$ cat config.mk
export PLATFORM = sky130hd
export DESIGN_NAME = rdwb_engine
export DESIGN_NICKNAME = d
export VERILOG_FILES = /design/src/shared/rdwb_pkg.sv /design/src/hdl/rdwb_engine.sv
export VERILOG_INCLUDE_DIRS = /design/src /design/src/shared
export SDC_FILE = /design/constraint.sdc
export NUM_CORES = 1
export LEC_CHECK = 0
export BUFFER_PORTS_ARGS = -buffer_cell sky130_fd_sc_hd__buf_2
export CAP_MARGIN = 20
export CORE_MARGIN = 2
export CORE_UTILIZATION = 34
export CTS_CLUSTER_DIAMETER = 150
export DETAILED_ROUTE_END_ITERATION = 12
export GPL_ROUTABILITY_DRIVEN = 0
export GPL_TIMING_DRIVEN = 0
export PLACE_DENSITY = 0.66
export SLEW_MARGIN = 20
export SYNTH_ARGS = -nofsm -noshare
export SYNTH_HDL_FRONTEND = slang
export SYNTH_SLANG_ARGS = --single-unit
$ cat constraint.sdc
create_clock -name clk -period 6 [get_ports clk]
set_input_delay 0.9 -clock clk [delete_from_list [all_inputs] [get_ports clk]]
set_output_delay 0.9 -clock clk [all_outputs]
set_load 0.02 [all_outputs]
$ cat src/shared/rdwb_consts.svh
// constants for the receive descriptor write-back and fetch block
`ifndef RDWB_CONSTS_SVH
`define RDWB_CONSTS_SVH
// register byte offsets
`define RDWB_OFF_CTRL 12'h000
`define RDWB_OFF_THRESH 12'h004
`define RDWB_OFF_TAIL 12'h008
`define RDWB_OFF_HBSIZE 12'h00c
`define RDWB_OFF_FETCH 12'h010
`define RDWB_OFF_CACHE 12'h014
`define RDWB_OFF_CONSUME 12'h018
// control register field positions
`define RDWB_CTRL_QEN 0
`define RDWB_CTRL_PCSD 1
`define RDWB_CTRL_IPPCSE 2
`define RDWB_CTRL_SBP 3
`define RDWB_CTRL_SECRC 4
`define RDWB_CTRL_EXTVLAN 5
`define RDWB_CTRL_DTYPE_LO 8
// status bit positions
`define RDWB_ST_DD 0
`define RDWB_ST_EOP 1
`define RDWB_ST_VP 3
`define RDWB_ST_UDP_CHECKSUM_CHECKED 4
`define RDWB_ST_L4I 5
`define RDWB_ST_IP_CHECKSUM_CHECKED 6
`define RDWB_ST_PIF 7
`define RDWB_ST_OUTER_VLAN_FOUND 9
`define RDWB_ST_UDP_FRAGMENT_SUM_VALID 10
`define RDWB_ST_LOW_LATENCY_IRQ_HIT 11
`define RDWB_ST_CRC 12
`define RDWB_ST_TIMESTAMP_IN_BUFFER 15
`define RDWB_ST_TS 16
// error bit positions
`define RDWB_ER_HBO 3
`define RDWB_ER_L4E 9
`define RDWB_ER_IPE 10
`define RDWB_ER_RXE 11
// misc values
`define RDWB_TS_BYTES 16'h0010
`define RDWB_DTYPE_REPL_LARGE 3'h4
`define RDWB_CACHE_DEPTH 8'h20
`define RDWB_LINE_DESC 8'h08
`define RDWB_RST_CTRL 32'h0000_0000
`define RDWB_RST_THRESH 32'h0000_0000
`endif

$ cat src/shared/rdwb_pkg.sv
// types for the receive descriptor write-back and fetch block
package rdwb_pkg;
  // per-packet facts from the parser
  typedef struct packed {
    logic firstDesc;
    logic lastDesc;
    logic [15:0] ipId;
    logic [15:0] fragSum;
    logic [31:0] rssHash;
    logic vlanTagged;
    logic udpChecked;
    logic l4Checked;
    logic l4Failed;
    logic ipChecked;
    logic ipFailed;
    logic rxError;
    logic badPacket;
    logic passedInexact;
    logic outerVlan;
    logic firstFragUdpV4;
    logic fragmented;
    logic udpSumNonZero;
    logic lowLatencyHit;
    logic timeSyncCaptured;
    logic tsInBuffer;
    logic splitMode;
    logic replMode;
    logic [9:0] headerLength;
    logic [15:0] bufferBytes;
    logic [15:0] totalLength;
  } rdwb_pkt_t;
  // descriptor write-back words
  typedef struct packed {
    logic [31:0] hashOrFrag;
    logic [19:0] status;
    logic [11:0] errors;
    logic [15:0] length;
    logic [9:0] headerLength;
    logic splitHeaderValid;
  } rdwb_wb_t;
endpackage : rdwb_pkg

$ cat src/hdl/rdwb_engine.sv
// receive descriptor write-back field builder and fetch decision logic
// Overview of operation
// - ip id in 47:32 when fragment sum mode
// - hash select puts 32-bit hash in word
// - last descriptor gets full 20-bit status
// - non-last descriptor: only done bit set
// - reserved status bits always written zero
// - bit 16 marks time-sync stamp captured
// - bit 15 marks timestamp placed in buffer
// - bit 5 marks l4 check, last only
// - error bit 9 on failed l4 check
// - bit 9 outer vlan, double vlan enabled
// - bit 10 only first udp v4 fragment
// - bit 11 marks low latency interrupt hit
// - bit 12 marks crc stripped per control
// - 12-bit error field with fixed positions
// - replication: overflow flag, still replicate up
// - split: overflow flag, unsplit, true length
// - rxe and ipe errors only with store-bad-packets set
// - 16-bit buffer byte count including crc
// - type 4 small packet reports full length
// - fetch on tail move or prefetch threshold
// - align partial fetches to cache lines
// - 10-bit header length, first descriptor only
// - fragment sum in bits 63:48
`timescale 1ns/1ps
`include "rdwb_consts.svh"
module rdwb_engine (
  input wire logic clk,
  input wire logic rst_n,
  // axi4-lite slave
  input wire logic [11:0] s_axi_awaddr,
  input wire logic s_axi_awvalid,
  output logic s_axi_awready,
  input wire logic [31:0] s_axi_wdata,
  input wire logic [3:0] s_axi_wstrb,
  input wire logic s_axi_wvalid,
  output logic s_axi_wready,
  output logic [1:0] s_axi_bresp,
  output logic s_axi_bvalid,
  input wire logic s_axi_bready,
  input wire logic [11:0] s_axi_araddr,
  input wire logic s_axi_arvalid,
  output logic s_axi_arready,
  output logic [31:0] s_axi_rdata,
  output logic [1:0] s_axi_rresp,
  output logic s_axi_rvalid,
  input wire logic s_axi_rready,
  // descriptor completion from the receive path
  input wire logic pktValid,
  input wire rdwb_pkg::rdwb_pkt_t pktInfo,
  output rdwb_pkg::rdwb_wb_t wbOut,
  output logic wbValid,
  // fetch request towards host memory
  output logic fetchReq,
  output logic [7:0] fetchCount,
  input wire logic fetchDone
);
  import rdwb_pkg::*;

  // whole module state
  typedef struct packed {
    logic awReady;
    logic wReady;
    logic [11:0] awAddr;
    logic awHave;
    logic [31:0] wData;
    logic [3:0] wStrb;
    logic wHave;
    logic bValid;
    logic [1:0] bResp;
    logic arReady;
    logic rValid;
    logic [31:0] rData;
    logic [1:0] rResp;
    logic [31:0] ctrl;
    logic [31:0] thresh;
    logic [15:0] tail;
    logic [15:0] head;
    logic [9:0] hbSize;
    logic [7:0] cacheCount;
    logic [7:0] fetchPos;
    logic fetchReq;
    logic [7:0] fetchCount;
    rdwb_wb_t wb;
    logic wbValid;
  } rdwb_state_t;

  rdwb_state_t cur; // registered state
  rdwb_state_t next_cur; // next state

  // byte-lane merge for register writes
  function automatic logic [31:0] rdwb_merge(input logic [31:0] old, input logic [31:0] d,
                                             input logic [3:0] be);
    logic [31:0] r;
    r = old;
    for (int i = 0; i < 4; i++)
    begin
      if (be[i])
      begin
        r[i*8 +: 8] = d[i*8 +: 8];
      end
    end
    return r;
  endfunction : rdwb_merge

  // ring distance between tail and head
  function automatic logic [15:0] rdwb_dist(input logic [15:0] t, input logic [15:0] h);
    return 16'(t - h);
  endfunction : rdwb_dist

  // control field taps
  logic qEnable; // queue enable
  logic hashSel; // hash instead of fragment sum
  logic ipSumEn; // ip payload sum enable
  logic storeBad; // store bad packets
  logic stripCrc; // crc strip control
  logic dblVlan; // double vlan enable
  logic [2:0] descFmt; // descriptor format select
  logic [7:0] preThresh; // prefetch threshold
  logic [7:0] hostThresh; // host threshold
  logic [15:0] hostAvail; // descriptors in host memory
  logic [7:0] cacheRoom; // free cache slots
  logic [7:0] toLine; // count to next line boundary
  logic overflow; // header exceeds header buffer
  always_comb
  begin
    qEnable = cur.ctrl[`RDWB_CTRL_QEN];
    hashSel = cur.ctrl[`RDWB_CTRL_PCSD];
    ipSumEn = cur.ctrl[`RDWB_CTRL_IPPCSE];
    storeBad = cur.ctrl[`RDWB_CTRL_SBP];
    stripCrc = cur.ctrl[`RDWB_CTRL_SECRC];
    dblVlan = cur.ctrl[`RDWB_CTRL_EXTVLAN];
    descFmt = cur.ctrl[`RDWB_CTRL_DTYPE_LO +: 3];
    preThresh = cur.thresh[7:0];
    hostThresh = cur.thresh[15:8];
    hostAvail = rdwb_dist(cur.tail, cur.head);
    cacheRoom = 8'(`RDWB_CACHE_DEPTH - cur.cacheCount);
    toLine = 8'(`RDWB_LINE_DESC - (cur.fetchPos & 8'(`RDWB_LINE_DESC - 8'h01)));
    overflow = pktInfo.headerLength > cur.hbSize;
  end

  // next-state logic: bus slave, write-back builder, fetch planner
  always_comb
  begin
    logic [31:0] wr;
    logic [7:0] want;
    logic [19:0] st;
    logic [11:0] er;
    logic [15:0] len;
    wr = 32'h0000_0000;
    want = 8'h00;
    st = 20'h00000;
    er = 12'h000;
    len = 16'h0000;
    next_cur = cur;
    // write address and data taken in either order
    if (s_axi_awvalid && cur.awReady)
    begin
      next_cur.awAddr = s_axi_awaddr;
      next_cur.awHave = 1'b1;
      next_cur.awReady = 1'b0;
    end
    if (s_axi_wvalid && cur.wReady)
    begin
      next_cur.wData = s_axi_wdata;
      next_cur.wStrb = s_axi_wstrb;
      next_cur.wHave = 1'b1;
      next_cur.wReady = 1'b0;
    end
    // perform the write once both halves held
    if (cur.awHave && cur.wHave && !cur.bValid)
    begin
      next_cur.bValid = 1'b1;
      next_cur.bResp = 2'b00;
      next_cur.awHave = 1'b0;
      next_cur.wHave = 1'b0;
      case (cur.awAddr)
        `RDWB_OFF_CTRL: next_cur.ctrl = rdwb_merge(cur.ctrl, cur.wData, cur.wStrb);
        `RDWB_OFF_THRESH: next_cur.thresh = rdwb_merge(cur.thresh, cur.wData, cur.wStrb);
        `RDWB_OFF_TAIL:
        begin
          wr = rdwb_merge({16'h0000, cur.tail}, cur.wData, cur.wStrb);
          next_cur.tail = wr[15:0];
        end
        `RDWB_OFF_HBSIZE:
        begin
          wr = rdwb_merge({22'h000000, cur.hbSize}, cur.wData, cur.wStrb);
          next_cur.hbSize = wr[9:0];
        end
        `RDWB_OFF_CONSUME:
        begin
          // software-side stand-in for descriptors used from the cache
          if (cur.cacheCount >= cur.wData[7:0])
          begin
            next_cur.cacheCount = 8'(cur.cacheCount - cur.wData[7:0]);
          end
          else
          begin
            next_cur.cacheCount = 8'h00;
          end
        end
        default: next_cur.bResp = 2'b10; // unmapped or read-only address
      endcase
    end
    // write response retires
    if (cur.bValid && s_axi_bready)
    begin
      next_cur.bValid = 1'b0;
      next_cur.awReady = 1'b1;
      next_cur.wReady = 1'b1;
    end
    // reads answer one cycle after the address is taken
    if (s_axi_arvalid && cur.arReady)
    begin
      next_cur.arReady = 1'b0;
      next_cur.rValid = 1'b1;
      next_cur.rResp = 2'b00;
      case (s_axi_araddr)
        `RDWB_OFF_CTRL: next_cur.rData = cur.ctrl;
        `RDWB_OFF_THRESH: next_cur.rData = cur.thresh;
        `RDWB_OFF_TAIL: next_cur.rData = {16'h0000, cur.tail};
        `RDWB_OFF_HBSIZE: next_cur.rData = {22'h000000, cur.hbSize};
        `RDWB_OFF_FETCH: next_cur.rData = {16'h0000, cur.head};
        `RDWB_OFF_CACHE: next_cur.rData = {15'h0000, cur.fetchReq, cur.fetchCount,
                                           cur.cacheCount};
        `RDWB_OFF_CONSUME: next_cur.rData = 32'h0000_0000;
        default:
        begin
          next_cur.rData = 32'h0000_0000;
          next_cur.rResp = 2'b10;
        end
      endcase
    end
    if (cur.rValid && s_axi_rready)
    begin
      next_cur.rValid = 1'b0;
      next_cur.arReady = 1'b1;
    end

    // descriptor write-back
    next_cur.wbValid = 1'b0;
    if (pktValid)
    begin
      next_cur.wbValid = 1'b1;
      st[`RDWB_ST_DD] = 1'b1;
      // reserved bits 2,8,13,14,17-19 never assigned
      if (pktInfo.lastDesc)
      begin
        st[`RDWB_ST_EOP] = 1'b1;
        st[`RDWB_ST_VP] = pktInfo.vlanTagged;
        st[`RDWB_ST_UDP_CHECKSUM_CHECKED] = pktInfo.udpChecked;
        st[`RDWB_ST_L4I] = pktInfo.l4Checked;
        st[`RDWB_ST_IP_CHECKSUM_CHECKED] = pktInfo.ipChecked;
        st[`RDWB_ST_PIF] = pktInfo.passedInexact;
        st[`RDWB_ST_OUTER_VLAN_FOUND] = pktInfo.outerVlan && dblVlan;
        st[`RDWB_ST_UDP_FRAGMENT_SUM_VALID] = pktInfo.firstFragUdpV4 && pktInfo.fragmented
                            && pktInfo.udpSumNonZero;
        st[`RDWB_ST_LOW_LATENCY_IRQ_HIT] = pktInfo.lowLatencyHit;
        st[`RDWB_ST_CRC] = stripCrc;
        st[`RDWB_ST_TIMESTAMP_IN_BUFFER] = pktInfo.tsInBuffer;
        st[`RDWB_ST_TS] = pktInfo.timeSyncCaptured;
        if (storeBad && pktInfo.badPacket)
        begin
          er[`RDWB_ER_RXE] = pktInfo.rxError;
          er[`RDWB_ER_IPE] = pktInfo.ipFailed;
        end
        er[`RDWB_ER_L4E] = pktInfo.l4Checked && pktInfo.l4Failed;
      end
      // overflow only meaningful with split header
      if ((pktInfo.splitMode || pktInfo.replMode) && pktInfo.firstDesc && overflow)
      begin
        er[`RDWB_ER_HBO] = 1'b1;
      end
      // byte count
      len = pktInfo.bufferBytes;
      if (descFmt == `RDWB_DTYPE_REPL_LARGE && pktInfo.totalLength < {6'h00, cur.hbSize})
      begin
        len = pktInfo.totalLength;
      end
      if (pktInfo.tsInBuffer && pktInfo.firstDesc)
      begin
        len = 16'(len + `RDWB_TS_BYTES);
      end
      next_cur.wb.status = st;
      next_cur.wb.errors = er;
      next_cur.wb.length = len;
      // true header length even when left unsplit
      next_cur.wb.headerLength = pktInfo.firstDesc ? pktInfo.headerLength : 10'h000;
      next_cur.wb.splitHeaderValid = pktInfo.firstDesc
                                     && (pktInfo.splitMode || pktInfo.replMode);
      if (hashSel)
      begin
        next_cur.wb.hashOrFrag = pktInfo.rssHash;
      end
      else if (ipSumEn)
      begin
        next_cur.wb.hashOrFrag = {pktInfo.fragSum, pktInfo.ipId};
      end
      else
      begin
        next_cur.wb.hashOrFrag = 32'h0000_0000;
      end
    end

    // fetch planner
    if (cur.fetchReq)
    begin
      if (fetchDone)
      begin
        next_cur.fetchReq = 1'b0;
        next_cur.head = 16'(cur.head + {8'h00, cur.fetchCount});
        next_cur.fetchPos = 8'(cur.fetchPos + cur.fetchCount);
        next_cur.cacheCount = 8'(next_cur.cacheCount + cur.fetchCount);
      end
    end
    else if (qEnable && hostAvail != 16'h0000 && cacheRoom != 8'h00)
    begin
      // counts are descriptors, not bus splits
      want = (hostAvail > {8'h00, cacheRoom}) ? cacheRoom : hostAvail[7:0];
      if (hostAvail > {8'h00, cacheRoom} && toLine < want)
      begin
        want = toLine;
      end
      if (cur.cacheCount == 8'h00
          || (cur.cacheCount <= preThresh && hostAvail >= {8'h00, hostThresh}))
      begin
        next_cur.fetchReq = 1'b1;
        next_cur.fetchCount = want;
      end
    end
  end

  // state register
  always_ff @(posedge clk or negedge rst_n)
  begin
    if (!rst_n)
    begin
      cur <= '0;
      cur.awReady <= 1'b1;
      cur.wReady <= 1'b1;
      cur.arReady <= 1'b1;
      cur.ctrl <= `RDWB_RST_CTRL;
      cur.thresh <= `RDWB_RST_THRESH;
    end
    else
    begin
      cur <= next_cur;
    end
  end

  // outputs straight from state flops
  assign s_axi_awready = cur.awReady;
  assign s_axi_wready = cur.wReady;
  assign s_axi_bvalid = cur.bValid;
  assign s_axi_bresp = cur.bResp;
  assign s_axi_arready = cur.arReady;
  assign s_axi_rvalid = cur.rValid;
  assign s_axi_rdata = cur.rData;
  assign s_axi_rresp = cur.rResp;
  assign wbOut = cur.wb;
  assign wbValid = cur.wbValid;
  assign fetchReq = cur.fetchReq;
  assign fetchCount = cur.fetchCount;
endmodule : rdwb_engine

==> run metrics <==
status=finished, final reports clean; Synth Flop Type=dfrtp_1; mux cell area share after synthesis=12.20%; nets=2,292; Syn Area/Cell=10.14 sq um; worst vdd ir=0.1534 mV; layout cell share with drive strength beyond 1=33.37%; Final min period=5.738 ns; Synthesis Warnings=0; Area Growth Syn to Fin=22.43%; final instance area=0.02023 sq mm; required time of the critical path=6.43 ns; Synth Area in Compound Gates=13.22%; Yosys cell types=62; FF+latch count, synth=292; CTS tree=yes; Via Count=13,571; Cells after Synth=1,629; initial drt markers=978; Core Footprint=0.04785 sq mm; die area=0.05038 sq mm; I/O pin total=337; port buffer count=318; DR WL/cell=19.75 um; Synth top area share=43.76%; min-delay worst type=in -> async; sequential area share after synthesis=44.24%; Async SR Flop Fraction=100.0%; CTS Sinks=292; Max Root-Sink Buffers=3; area share of and/or/nand/nor cells after synthesis=9.843%; type of origin of the critical path=flop; Post-Synth XOR/XNOR Area=3.021%; largest net degree at the start of global routing=96; WHS=0.1725 ns; main combinational cell family by area after synthesis=compound AO/OA/AOI/OAI gates; Slew Viols, Final=0; Root Driver=clkbuf_16; period utilisation layout=95.63%; Fin. Hold Viols=0; final setup fails=0; remaining antenna violation count=0; GRT overflow=0; via density per instance=5.131; hold_buf cts=0; H-tree depth=2; antenna violations before repair=2; Critical Path Fanout Max=10; register area=0.007311 sq mm; Pwr Density=279.0 mW/mm^2; first-pass GRT wire length=79,340 um; Filler cells=4,566; crit path from=cur[129]$_DFFE_PN0P_; RSZ-0062 raised after global routing=no; number of synthesized flops with an enable pin=0; all-layer global routing usage=20.57%; slew at the pin with the worst max-slew slack=0.8962 ns; vias in the first global route=13,906; Reg2Reg Setup Slack=0.26 ns; clock-pin transition on the worst setup and hold timing paths=0.06 ns; skew final=0.008629 ns; Worst Setup End Kind=flop; Clock Latency Late Sink=0.54 ns; RR Startpoint=cur[129]$_DFFE_PN0P_; dpl hpwl=41,340 um; critical path class=reg -> reg; placed cell areas=0.01904 sq mm; Slew HR=39.70%; Die H=224.5 um; mapped cell area=0.01653 sq mm; Die Wd=224.5 um; Synth area leaders=dfrtp_1 44%, mux2_2 9.2%, ha_1 6.7%; TritonRoute pass-1 iters=5; number of CTS-inserted buffers=35; Fmax=174.3 MHz; RR Endpoint=fetchCount[3]$_DFFE_PN0P_; LEAKAGE=9.901 nW; CP Data Arrival Time=6.17 ns; critical path endpoint=fetchCount[3]$_DFFE_PN0P_; total wire length=52,230 um; max-cap violation count=0; area used by multi-input combinational logic=0.007611 sq mm; reg2reg path depth=24; site row count=80; Yosys top cell by area=dfrtp_1; post-synthesis adder-cell area fraction=7.344%; Starting Density=34.54%; DRC Markers=0
-- cell families (layout without fill, tap and decap cells) --
group	count (synthesis)	in the layout
buf+inv	309	693
xor+xnor	57	57
simple gates	358	358
flops	292	292
fa+ha+maj	94	94
other cells	1	18
compound gates	342	342
mux	176	176
-- placed cells by master (no fill, tap or decap), types with 6 or more instances in the layout --
| master | instances |
|---|---|
| mux2_2 | 135 |
| mux2_1 | 8 |
| a21oi_1 | 49 |
| o21a_1 | 6 |
| a221oi_1 | 32 |
| nand2_1 | 132 |
| dfrtp_1 | 289 |
| clkbuf_8 | 8 |
| buf_1 | 6 |
| conb_1 | 17 |
| nor2_1 | 107 |
| a22oi_1 | 32 |
| o21ai_0 | 132 |
| inv_1 | 110 |
| mux4_2 | 6 |
| o21bai_1 | 6 |
| clkbuf_1 | 58 |
| a21o_1 | 19 |
| xnor2_1 | 44 |
| ha_1 | 89 |
| nand4_1 | 22 |
| nor4_1 | 7 |
| o211ai_1 | 6 |
| clkbuf_16 | 35 |
| o31ai_1 | 10 |
| o22ai_1 | 12 |
| buf_4 | 135 |
| nor2b_1 | 11 |
| nand2b_1 | 8 |
| xor2_1 | 12 |
| buf_2 | 321 |
| nor3_1 | 16 |
| nand3_1 | 31 |
| mux2i_1 | 27 |
| o2bb2ai_1 | 7 |
-- per-layer routing --
layer  global-route usage, %  vias to the layer above  wire length, um
met5                       0                        -               13
met4                   12.07                        2             3082
met3                   4.063                      138             3224
met2                   34.85                      526            24920
met1                   24.26                     6587            20990
li1                        -                     6318                -
-- layout make-up --
class	count	area share, %
timing repair buffer	321	8.324
clock buffer	47	4.947
multi-input combinational	1044	37.62
tap	615	3.803
inverter	110	2.041
buffer	199	6.221
clock inverter	16	0.9028
sequential	292	36.13
antenna	1	0.01237
-- sequential cells by signal, summed over array words and instances (netlist names), 8 cells and up --
name / flops
wbOut: 76
fetchCount: 8
cur: 167
s_axi_rdata: 32
-- synthesized netlist by cell type (4+ instances only) --
cell type,instances
a31oi_1,5
o211ai_1,6
xnor2_1,45
ha_1,89
nand2_1,132
o31ai_1,10
xor2_1,12
nor2_1,107
nor2b_1,11
nor4_1,7
mux2_1,8
nand3_1,31
nand2b_1,8
and2_1,4
a21oi_1,49
nor3_1,16
mux4_2,6
inv_1,110
o21ai_0,132
o2bb2ai_1,7
o21a_1,6
mux2i_1,27
buf_4,135
a22oi_1,32
dfrtp_1,289
nand4_1,22
a221oi_1,32
mux2_2,135
clkbuf_1,54
fa_1,5
buf_1,6
o21bai_1,6
buf_2,4
o22ai_1,12
a21o_1,19
and3_1,5
-- per-stage QoR --
step	instances	util (%)	power, W	setup slack, ns	TNS, ns
final	2645	42.29	0.005644	0.2620	0
after global routing	2644	42.28	0.005906	0.02254	0
after CTS	2644	42.27	0.005702	0.2674	0
after detailed placement	2581	39.79	0.003485	0.2848	0
after global placement	2578	39.60	0.003435	-1.439	-402.39
after floorplan	1645	-	0.003051	1.216	0
-- worst min-delay path by stage --
| stage | to | slack [ns] | cells past startpoint |
|---|---|---|---|
| 3_3_place_gp | wbOut[39]$_DFFE_PN0P_ | 0.46 | 1 |
| 3_5_place_dp | wbOut[39]$_DFFE_PN0P_ | 0.45 | 1 |
| 4_1_cts | wbOut[50]$_DFFE_PN0P_ | 0.14 | 1 |
| 2_1_floorplan | wbOut[39]$_DFFE_PN0P_ | 0.44 | 1 |
| 6_report | wbValid$_DFF_PN0_ | 0.17 | 1 |
| 5_1_grt | wbOut[45]$_DFFE_PN0P_ | 0.15 | 1 |
-- critical path, cell delays in order (launching register included) --
cell and delay [ns]:
dfrtp_1 0.39, inv_1 0.08, ha_1 0.37, nand2_1 0.07, o21ai_1 0.41, a21boi_0 0.31
xnor2_2 0.37, ha_1 0.31, a21o_1 0.19, a21o_1 0.17, a21oi_1 0.12, o21ai_0 0.08
o21ai_0 0.12, nand4_2 0.20, buf_2 0.25, mux2i_1 0.14, ha_1 0.29, a21boi_0 0.19
o21ai_0 0.11, nand2b_1 0.08, a21oi_1 0.07, nor2b_1 0.36, mux2_2 0.38, mux2_1 0.29
mux2_2 0.26
-- timing repair --
item / in CTS / in global routing
setup endpoints to repair: 0 / 1
setup buffers: 0 / 0
gates resized for setup: 0 / 1
-- power breakdown --
| part | internal (W) | switching (W) | total, W |
|---|---|---|---|
| combinational | 0.000474 | 0.000563 | 0.00104 |
| clock | 0.00131 | 0.000879 | 0.00219 |
| sequential | 0.00221 | 0.000209 | 0.00242 |
| total | 0.00399 | 0.00165 | 0.00564 |
Power figures use the tool's default switching activity.
